==> src/rtc_params.svh <==
`ifndef RTC_PARAMS_SVH
`define RTC_PARAMS_SVH

// Link addressing.
`define SLAVE_ADDR7 7'h68
`define LOC_SEC 3'h0
`define LOC_CAL 3'h7
`define PTR_RESET 3'h0
`define BITS_PER_BYTE 4'h8
`define BIT_FIRST 4'h1

// Field positions.
`define HALT_BIT 7
`define CEB_BIT 7
`define CB_BIT 6

// BCD limits.
`define BCD_ZERO 8'h00
`define BCD_ONE 8'h01
`define BCD_NINE 4'h9
`define SEC_LAST 8'h59
`define HOUR_LAST 8'h23
`define DAY_LAST 8'h07
`define MON_LAST 8'h12
`define YEAR_LAST 8'h99
`define DATE_28 8'h28
`define DATE_29 8'h29
`define DATE_30 8'h30
`define DATE_31 8'h31
`define MON_FEB 8'h02
`define MON_APR 8'h04
`define MON_JUN 8'h06
`define MON_SEP 8'h09
`define MON_NOV 8'h11

// Field masks.
`define MASK_SEC 8'h7f
`define MASK_HOUR 8'h3f
`define MASK_DAY 8'h07
`define MASK_DATE 8'h3f
`define MASK_MON 8'h1f

// Timebase in Hz.
`define OSC_FREQ_HZ 32768

`endif

==> src/rtc_pkg.sv <==
package rtc_pkg;

	typedef logic [6:0][7:0] clock_bytes_type;
	typedef logic [7:0][7:0] all_bytes_type;

	typedef enum logic [2:0]
	{
		LINK_IDLE = 3'b000,
		LINK_ADDR = 3'b001,
		LINK_ADDR_ACK = 3'b011,
		LINK_RX = 3'b010,
		LINK_RX_ACK = 3'b110,
		LINK_TX = 3'b111,
		LINK_TX_ACK = 3'b101,
		LINK_SKIP = 3'b100
	} link_state_type;

	typedef struct packed
	{
		clock_bytes_type time_bytes;
		logic [15:0] div;
	} core_state_type;

	typedef struct packed
	{
		logic scl_s1;
		logic scl_s2;
		logic scl_d;
		logic sda_s1;
		logic sda_s2;
		logic sda_d;
		logic pf_s1;
		logic pf_s2;
		logic osc_s1;
		logic osc_s2;
		logic osc_d;
		link_state_type state;
		logic [3:0] cnt;
		logic [7:0] shift;
		logic [7:0] tx;
		logic [2:0] ptr;
		logic rw;
		logic first;
		logic busy;
		logic dirty;
		logic acked;
		logic sda_oe;
		all_bytes_type user;
	} link_regs_type;

endpackage

==> src/serial_bcd_calendar_clock.sv <==
// Function
// - Slave only; start then fixed address.
// - Eight locations: time bytes then calibration.
// - Pointer advances after every data byte.
// - Time held in BCD, 24-hour.
// - Month lengths and leap February handled.
// - Counters seconds through century.
// - Timebase from 32.768 kHz oscillator.
// - Power fail aborts access, resets pointer.
// - Link ignored during power fail.
// - Link accepted again after power returns.
// - Word address after write-direction address byte.
// - User copy frozen during access with pointer on clock.
// - Divider chain reset after clock write.
// - Century toggle enable; halt bit stops oscillator.
`timescale 1ns/1ps
`include "rtc_params.svh"

module serial_bcd_calendar_clock
#(
	parameter int TICKS_PER_SEC = `OSC_FREQ_HZ
)
(
	// Clock and reset.
	input wire logic sys_clk,
	input wire logic rst_b,
	// Crystal oscillator.
	input wire logic osc_32k,
	// Supply monitor.
	input wire logic power_fail,
	// Two-wire link.
	input wire logic scl_in,
	input wire logic sda_in,
	output logic sda_out,
	output logic sda_oe
);
	import rtc_pkg::*;

	link_regs_type s_ff;
	link_regs_type nxt_s;
	clock_bytes_type time_bytes;
	logic osc_tick;
	logic core_load;

	// ----------------------------------------------------------------
	// Helpers
	// ----------------------------------------------------------------

	function automatic logic [2:0] ptr_inc(input logic [2:0] p);
		return (p == `LOC_CAL) ? `LOC_SEC : p + 3'h1;
	endfunction

	// ----------------------------------------------------------------
	// Link and user copy
	// ----------------------------------------------------------------

	logic scl_rise, scl_fall, start_c, stop_c;

	always_comb
	begin
		nxt_s = s_ff;
		// Only the later stages of each synchroniser feed logic, never the first.
		nxt_s.scl_s1 = scl_in;
		nxt_s.scl_s2 = s_ff.scl_s1;
		nxt_s.scl_d = s_ff.scl_s2;
		nxt_s.sda_s1 = sda_in;
		nxt_s.sda_s2 = s_ff.sda_s1;
		nxt_s.sda_d = s_ff.sda_s2;
		nxt_s.pf_s1 = power_fail;
		nxt_s.pf_s2 = s_ff.pf_s1;
		nxt_s.osc_s1 = osc_32k;
		nxt_s.osc_s2 = s_ff.osc_s1;
		nxt_s.osc_d = s_ff.osc_s2;
		scl_rise = s_ff.scl_s2 && !s_ff.scl_d;
		scl_fall = !s_ff.scl_s2 && s_ff.scl_d;
		start_c = s_ff.scl_s2 && s_ff.scl_d && s_ff.sda_d && !s_ff.sda_s2;
		stop_c = s_ff.scl_s2 && s_ff.scl_d && !s_ff.sda_d && s_ff.sda_s2;
		core_load = 1'b0;

		// The user copy follows the running time unless a clock location is
		// being accessed or a written time has not yet reached the core.
		if (!(s_ff.busy && s_ff.ptr != `LOC_CAL) && !s_ff.dirty)
			nxt_s.user[6:0] = time_bytes;

		if (s_ff.pf_s2)
		begin
			// A pending write is discarded rather than half applied.
			nxt_s.state = LINK_IDLE;
			nxt_s.ptr = `PTR_RESET;
			nxt_s.sda_oe = 1'b0;
			nxt_s.busy = 1'b0;
			nxt_s.dirty = 1'b0;
		end
		else if (start_c || stop_c)
		begin
			core_load = s_ff.dirty;
			nxt_s.dirty = 1'b0;
			nxt_s.busy = 1'b0;
			nxt_s.sda_oe = 1'b0;
			nxt_s.cnt = '0;
			nxt_s.state = start_c ? LINK_ADDR : LINK_IDLE;
		end
		else
		begin
			unique case (s_ff.state)
				LINK_IDLE, LINK_SKIP:
				begin
					nxt_s.sda_oe = 1'b0;
				end
				LINK_ADDR:
				begin
					if (scl_rise)
					begin
						nxt_s.shift = {s_ff.shift[6:0], s_ff.sda_s2};
						nxt_s.cnt = s_ff.cnt + 4'h1;
					end
					else if (scl_fall && s_ff.cnt == `BITS_PER_BYTE)
					begin
						if (s_ff.shift[7:1] == `SLAVE_ADDR7)
						begin
							nxt_s.state = LINK_ADDR_ACK;
							nxt_s.sda_oe = 1'b1;
							nxt_s.rw = s_ff.shift[0];
							nxt_s.first = !s_ff.shift[0];
							nxt_s.busy = 1'b1;
						end
						else
							nxt_s.state = LINK_SKIP;
					end
				end
				LINK_ADDR_ACK:
				begin
					if (scl_fall)
					begin
						nxt_s.cnt = '0;
						if (s_ff.rw)
						begin
							nxt_s.state = LINK_TX;
							nxt_s.tx = {s_ff.user[s_ff.ptr][6:0], 1'b0};
							nxt_s.sda_oe = !s_ff.user[s_ff.ptr][7];
							nxt_s.cnt = `BIT_FIRST;
						end
						else
						begin
							nxt_s.state = LINK_RX;
							nxt_s.sda_oe = 1'b0;
						end
					end
				end
				LINK_RX:
				begin
					if (scl_rise)
					begin
						nxt_s.shift = {s_ff.shift[6:0], s_ff.sda_s2};
						nxt_s.cnt = s_ff.cnt + 4'h1;
					end
					else if (scl_fall && s_ff.cnt == `BITS_PER_BYTE)
					begin
						nxt_s.state = LINK_RX_ACK;
						nxt_s.sda_oe = 1'b1;
						if (s_ff.first)
						begin
							nxt_s.ptr = s_ff.shift[2:0];
							nxt_s.first = 1'b0;
						end
						else
						begin
							nxt_s.user[s_ff.ptr] = s_ff.shift;
							if (s_ff.ptr != `LOC_CAL)
								nxt_s.dirty = 1'b1;
							nxt_s.ptr = ptr_inc(s_ff.ptr);
						end
					end
				end
				LINK_RX_ACK:
				begin
					if (scl_fall)
					begin
						nxt_s.state = LINK_RX;
						nxt_s.sda_oe = 1'b0;
						nxt_s.cnt = '0;
					end
				end
				LINK_TX:
				begin
					if (scl_fall)
					begin
						if (s_ff.cnt == `BITS_PER_BYTE)
						begin
							nxt_s.state = LINK_TX_ACK;
							nxt_s.sda_oe = 1'b0;
						end
						else
						begin
							nxt_s.sda_oe = !s_ff.tx[7];
							nxt_s.tx = {s_ff.tx[6:0], 1'b0};
							nxt_s.cnt = s_ff.cnt + 4'h1;
						end
					end
				end
				LINK_TX_ACK:
				begin
					if (scl_rise)
					begin
						nxt_s.acked = !s_ff.sda_s2;
						nxt_s.ptr = ptr_inc(s_ff.ptr);
					end
					else if (scl_fall)
					begin
						if (s_ff.acked)
						begin
							nxt_s.state = LINK_TX;
							nxt_s.tx = {s_ff.user[s_ff.ptr][6:0], 1'b0};
							nxt_s.sda_oe = !s_ff.user[s_ff.ptr][7];
							nxt_s.cnt = `BIT_FIRST;
						end
						else
							nxt_s.state = LINK_SKIP;
					end
				end
			endcase
		end
	end

	// ----------------------------------------------------------------
	// Registers
	// ----------------------------------------------------------------

	always_ff @(posedge sys_clk or negedge rst_b)
	begin
		if (!rst_b)
		begin
			s_ff <= '0;
			s_ff.scl_s1 <= 1'b1;
			s_ff.scl_s2 <= 1'b1;
			s_ff.scl_d <= 1'b1;
			s_ff.sda_s1 <= 1'b1;
			s_ff.sda_s2 <= 1'b1;
			s_ff.sda_d <= 1'b1;
		end
		else
			s_ff <= nxt_s;
	end

	// ----------------------------------------------------------------
	// Timekeeping core
	// ----------------------------------------------------------------

	assign osc_tick = s_ff.osc_s2 && !s_ff.osc_d;

	calendar_core
	#(
		.TICKS_PER_SEC(TICKS_PER_SEC)
	)
	u_core
	(
		.sys_clk(sys_clk),
		.rst_b(rst_b),
		.osc_tick(osc_tick),
		.load(core_load),
		.load_bytes(s_ff.user[6:0]),
		.time_bytes(time_bytes)
	);

	// Open drain: the line is only ever pulled low.
	assign sda_out = 1'b0;
	assign sda_oe = s_ff.sda_oe;

endmodule // serial_bcd_calendar_clock

==> src/calendar_core.sv <==
`timescale 1ns/1ps
`include "rtc_params.svh"

module calendar_core
#(
	parameter int TICKS_PER_SEC = `OSC_FREQ_HZ
)
(
	// Clock and reset.
	input wire logic sys_clk,
	input wire logic rst_b,
	// Timebase.
	input wire logic osc_tick,
	// Load from the user copy.
	input wire logic load,
	input wire rtc_pkg::clock_bytes_type load_bytes,
	// Running time.
	output rtc_pkg::clock_bytes_type time_bytes
);
	import rtc_pkg::*;

	localparam logic [15:0] DIV_LAST = 16'(TICKS_PER_SEC - 1);

	core_state_type s_ff;
	core_state_type nxt_s;

	function automatic logic [7:0] bcd_next(input logic [7:0] v, input logic [7:0] last, input logic [7:0] first);
		if (v == last)
			return first;
		else if (v[3:0] == `BCD_NINE)
			return {v[7:4] + 4'h1, 4'h0};
		else
			return v + `BCD_ONE;
	endfunction

	function automatic logic is_leap(input logic [7:0] yr);
		if (yr[4])
			return (yr[3:0] == 4'h2) || (yr[3:0] == 4'h6);
		else
			return (yr[3:0] == 4'h0) || (yr[3:0] == 4'h4) || (yr[3:0] == 4'h8);
	endfunction

	function automatic logic [7:0] month_last(input logic [7:0] mon, input logic [7:0] yr);
		unique case (mon)
			`MON_FEB: return is_leap(yr) ? `DATE_29 : `DATE_28;
			`MON_APR, `MON_JUN, `MON_SEP, `MON_NOV: return `DATE_30;
			default: return `DATE_31;
		endcase
	endfunction

	logic [7:0] sec, min, hr, day, date, mon, yr;

	always_comb
	begin
		nxt_s = s_ff;
		sec = s_ff.time_bytes[0] & `MASK_SEC;
		min = s_ff.time_bytes[1];
		hr = s_ff.time_bytes[2] & `MASK_HOUR;
		day = s_ff.time_bytes[3] & `MASK_DAY;
		date = s_ff.time_bytes[4] & `MASK_DATE;
		mon = s_ff.time_bytes[5] & `MASK_MON;
		yr = s_ff.time_bytes[6];
		if (load)
		begin
			// A finished write restarts the second from zero.
			nxt_s.time_bytes = load_bytes;
			nxt_s.div = '0;
		end
		else if (osc_tick && !s_ff.time_bytes[0][`HALT_BIT])
		begin
			if (s_ff.div != DIV_LAST)
				nxt_s.div = s_ff.div + 16'h0001;
			else
			begin
				nxt_s.div = '0;
				// Seconds through century in BCD, 24-hour.
				nxt_s.time_bytes[0] = {s_ff.time_bytes[0][`HALT_BIT], 7'(bcd_next(sec, `SEC_LAST, `BCD_ZERO))};
				if (sec == `SEC_LAST)
				begin
					nxt_s.time_bytes[1] = bcd_next(min, `SEC_LAST, `BCD_ZERO);
					if (min == `SEC_LAST)
					begin
						nxt_s.time_bytes[2][5:0] = 6'(bcd_next(hr, `HOUR_LAST, `BCD_ZERO));
						if (hr == `HOUR_LAST)
						begin
							nxt_s.time_bytes[3] = bcd_next(day, `DAY_LAST, `BCD_ONE);
							nxt_s.time_bytes[4] = bcd_next(date, month_last(mon, yr), `BCD_ONE);
							if (date == month_last(mon, yr))
							begin
								nxt_s.time_bytes[5] = bcd_next(mon, `MON_LAST, `BCD_ONE);
								if (mon == `MON_LAST)
								begin
									nxt_s.time_bytes[6] = bcd_next(yr, `YEAR_LAST, `BCD_ZERO);
									if (yr == `YEAR_LAST && s_ff.time_bytes[2][`CEB_BIT])
										nxt_s.time_bytes[2][`CB_BIT] = !s_ff.time_bytes[2][`CB_BIT];
								end
							end
						end
					end
				end
			end
		end
	end

	always_ff @(posedge sys_clk or negedge rst_b)
	begin
		if (!rst_b)
			s_ff <= '0;
		else
			s_ff <= nxt_s;
	end

	assign time_bytes = s_ff.time_bytes;

endmodule // calendar_core

==> config.mk <==
export PLATFORM = sky130hd
export DESIGN_NAME = serial_bcd_calendar_clock
export DESIGN_NICKNAME = d
export VERILOG_FILES = /design/src/rtc_pkg.sv /design/src/serial_bcd_calendar_clock.sv /design/src/calendar_core.sv
export VERILOG_INCLUDE_DIRS = /design/src
export SDC_FILE = /design/constraint.sdc
export NUM_CORES = 1
export LEC_CHECK = 0
export BUFFER_PORTS_ARGS = -buffer_cell sky130_fd_sc_hd__clkbuf_2
export CORE_ASPECT_RATIO = 0.5
export CORE_UTILIZATION = 58
export CTS_BUF_LIST = sky130_fd_sc_hd__clkbuf_8 sky130_fd_sc_hd__clkbuf_16
export DETAILED_ROUTE_END_ITERATION = 8
export PLACE_DENSITY = 0.81
export SLEW_MARGIN = 20
export SYNTH_ARGS = -nofsm -noshare
export SYNTH_HDL_FRONTEND = slang
export SYNTH_SLANG_ARGS = --single-unit
export TNS_END_PERCENT = 100
==> constraint.sdc <==
create_clock -name sys_clk -period 2.7 [get_ports sys_clk]
set_input_delay 0.27 -clock sys_clk [delete_from_list [all_inputs] [get_ports sys_clk]]
set_output_delay 0.27 -clock sys_clk [all_outputs]
set_load 0.01 [all_outputs]
==> metrics.txt <==
commonest non-fill, non-tap cells in the layout=dfrtp_1, nand2_1, nor2_1, buf_4, mux2_2; IR drop worst, VDD=approximately 0.42 mV; post-layout min period=between 2 and 3 ns; power share of the sequential group=0.495; antenna violations before repair=0; layout net count=1155; TritonRoute pass-1 iters=8; Critical Path RT=between 3 and 4 ns; vias in the first global route=slightly below 9000; DPL Wire Length=slightly below 20000 um; Sink Count=about 180; Clock power frac=0.438; final worst-path cycle share=0.987; Crit. End Element=register; sequential share of the synthesized area=0.429; unique cell type count in the Yosys netlist=just under 90; global-route usage over all layers=0.322; synthesis-to-layout area growth=14.7%; #FFs+latches synth=around 180; via count=around 9100; DIE AREA=between 15000 and 20000 um2; status=finished, final reports clean; Tightest Pin Transition=between 0.7 and 0.8 ns; Via density=about 6.6; synth top area cells=dfrtp_1, mux2_2, mux2i_1; worst skew pair latency=approximately 0.45 ns; max-slew violations=0; CTS H-tree depth=4; PwrDens=approximately 470 nW/um2; RSZ-0062 raised after global routing=yes; # DRC=0; row count=34; Yosys top cell area share=0.414; Gate power share=0.067; Net Sw Frac=0.274; WHS=roughly 0.35 ns; post-route cell area=approximately 12000 um2; Initial Util=0.597; synthesized area=10400 um2; Die H=around 97 um; # fillers=around 1200; clock root buffer=clkbuf_16; clock buffer depth=2; gpl congestion=0.934; fraction of layout cells with a size suffix above 1=0.231; Syn Area/Cell=~9.7 um2; multi-input logic area=5620 um2; routed len/inst=between 20 and 25 um; Max Clock Freq=roughly 380 MHz; post-route ant nets=0; internal power=between 4 and 5 mW; Core ar.=17400 um2; commonest non-fill, non-tap cell in the layout=dfrtp_1; drt initial violations=a little over 1000; area of placed instances=about 11000 um2; Final Setup Violations=0; Worst Path Max Fanout=5; Cells after Synth=about 1100; worst min-delay path class=reg -> reg; Syn Nets=~1100; GRT overflow=0; main flop type after synthesis=dfrtp_1; I/O Buffers=6; Fin. Hold Viols=0; Startpoint Class=register; Max-Cap Viols=0; die width=approximately 190 um; Setup Skew=roughly 0.023 ns; WS Path Type=reg -> reg; Leak Pwr=~5.6 nW; I/O pin cnt=8; CTS clock-pin slew for the worst setup and hold paths=about 0.070 ns; WL final=~29000 um; cts bufs inserted=17; storage element area=between 4000 and 5000 um2; first-pass GRT wire length=roughly 46000 um; fraction of registers with async set or reset after synthesis=1.00; number of flops mapped to enable cells by yosys=0; Sw Pwr=about 1.6 mW; Slew Limit Headroom=0.527; WP data arrival=3.03 ns; dominant cell type by area after synthesis=dfrtp_1; CTS tree=yes; Synth Warn #=0; pin count of the biggest net entering global routing=68
## path summary, 6_finish.rpt
| check | from | to | slack (ns) | cells after the start |
|---|---|---|---|---|
| max in group asynchronous | rst_b | s_ff[28] | 1.50 | 3 |
| setup / recovery | u_core.time_bytes[43] | u_core.yr[6] | 0.03 | 7 |
| hold reg to reg | nxt_s[97] | nxt_s[96] | 0.35 | 0 |
| hold / removal | nxt_s[97] | nxt_s[96] | 0.35 | 0 |
| min in group asynchronous | rst_b | u_core.time_bytes[37] | 0.39 | 2 |
| setup reg to reg | u_core.time_bytes[43] | u_core.yr[6] | 0.03 | 7 |
## cell type report
class                   instances  share of cell area
inverters                      28             0.00881
flip-flops and latches        178               0.374
clock inverters                15              0.0142
diodes                          1            0.000210
well taps                     234              0.0245
multi-input cells             796               0.470
repair buffers                105              0.0722
clock buffers                  17              0.0356
## critical path: stages (launching register included)
cell     delay (ns)
dfrtp_1        0.41
or4b_4         0.56
or4b_4         0.54
a21oi_4        0.15
buf_6          0.11
nand4_1        0.19
or4_1          0.52
nand3_1        0.10
## registers in the layout, summed over array words and instances (netlist names), named ones only
| signal | count |
|---|---|
| u_core.min | 8 |
| u_core.yr | 8 |
| nxt_s | 7 |
| sda_oe | 1 |
| u_core.time_bytes | 40 |
| u_core.s_ff | 16 |
| s_ff | 90 |
## routing by layer
| metal | track usage | up-vias | wire [um] |
|---|---|---|---|
| li1 | - | 4022 | - |
| met1 | 0.433 | 4466 | 11600 |
| met2 | 0.505 | 529 | 13400 |
| met3 | 0.0722 | 93 | 2870 |
| met4 | 0.132 | 0 | 843 |
| met5 | 0 | - | 0 |
## through the flow
step | util | setup slack, ns | TNS (ns) | power [mW] | cells
after floorplan | - | -0.0898 | -0.687 | 3.03 | 1074
after global placement | 0.643 | 0.00933 | 0 | 3.19 | 1334
after detailed placement | 0.643 | -0.0276 | -0.299 | 3.21 | 1334
after CTS | 0.681 | 0.0264 | 0 | 5.66 | 1371
after global routing | 0.684 | -0.0254 | -0.0415 | 5.84 | 1373
final | 0.684 | 0.0341 | 0 | 5.67 | 1374
## logic make-up (layout without fill, tap and decap cells)
family / after synthesis / count (layout) / synth area share
flops: 178 / 178 / 0.429
fa+ha+maj: 23 / 23 / 0.0277
compound gates: 250 / 250 / 0.155
other cells: 1 / 2 / 0.000360
simple gates: 367 / 367 / 0.183
buf+inv: 100 / 165 / 0.0380
xor+xnor: 15 / 15 / 0.0126
mux: 140 / 140 / 0.155
## power by group through the flow
stage	Clock (mW)	Sequential, mW	Combinational, mW
after floorplan	0	2.83	0.209
after global placement	0	2.85	0.343
after detailed placement	0	2.85	0.358
after CTS	2.49	2.80	0.366
after global routing	2.61	2.81	0.422
final	2.48	2.80	0.382
## cell usage after synthesis (all sizes together) (9+ instances only)
master,instances
a21oi,71
a221oi,9
a31oi,18
and2,11
and3,10
buf,16
clkbuf,56
dfrtp,172
ha,23
inv,28
mux2,85
mux2i,49
nand2,98
nand3,34
nand4,12
nor2,96
nor2b,17
nor3,20
nor3b,11
o21ai,59
o31ai,12
or3,11
or4,9
## repair_timing
| action | CTS | global route |
|---|---|---|
| endpoints found under the hold margin | 52 | 0 |
| gates cloned | 0 | 0 |
| endpoints found under the setup margin | 31 | 31 |
| setup buffers | 0 | 2 |
| pin swaps | 1 | 4 |
| resized for setup | 3 | 12 |
| hold buffers | 5 | 0 |
Note: power is estimated with default switching activity, not from simulation.
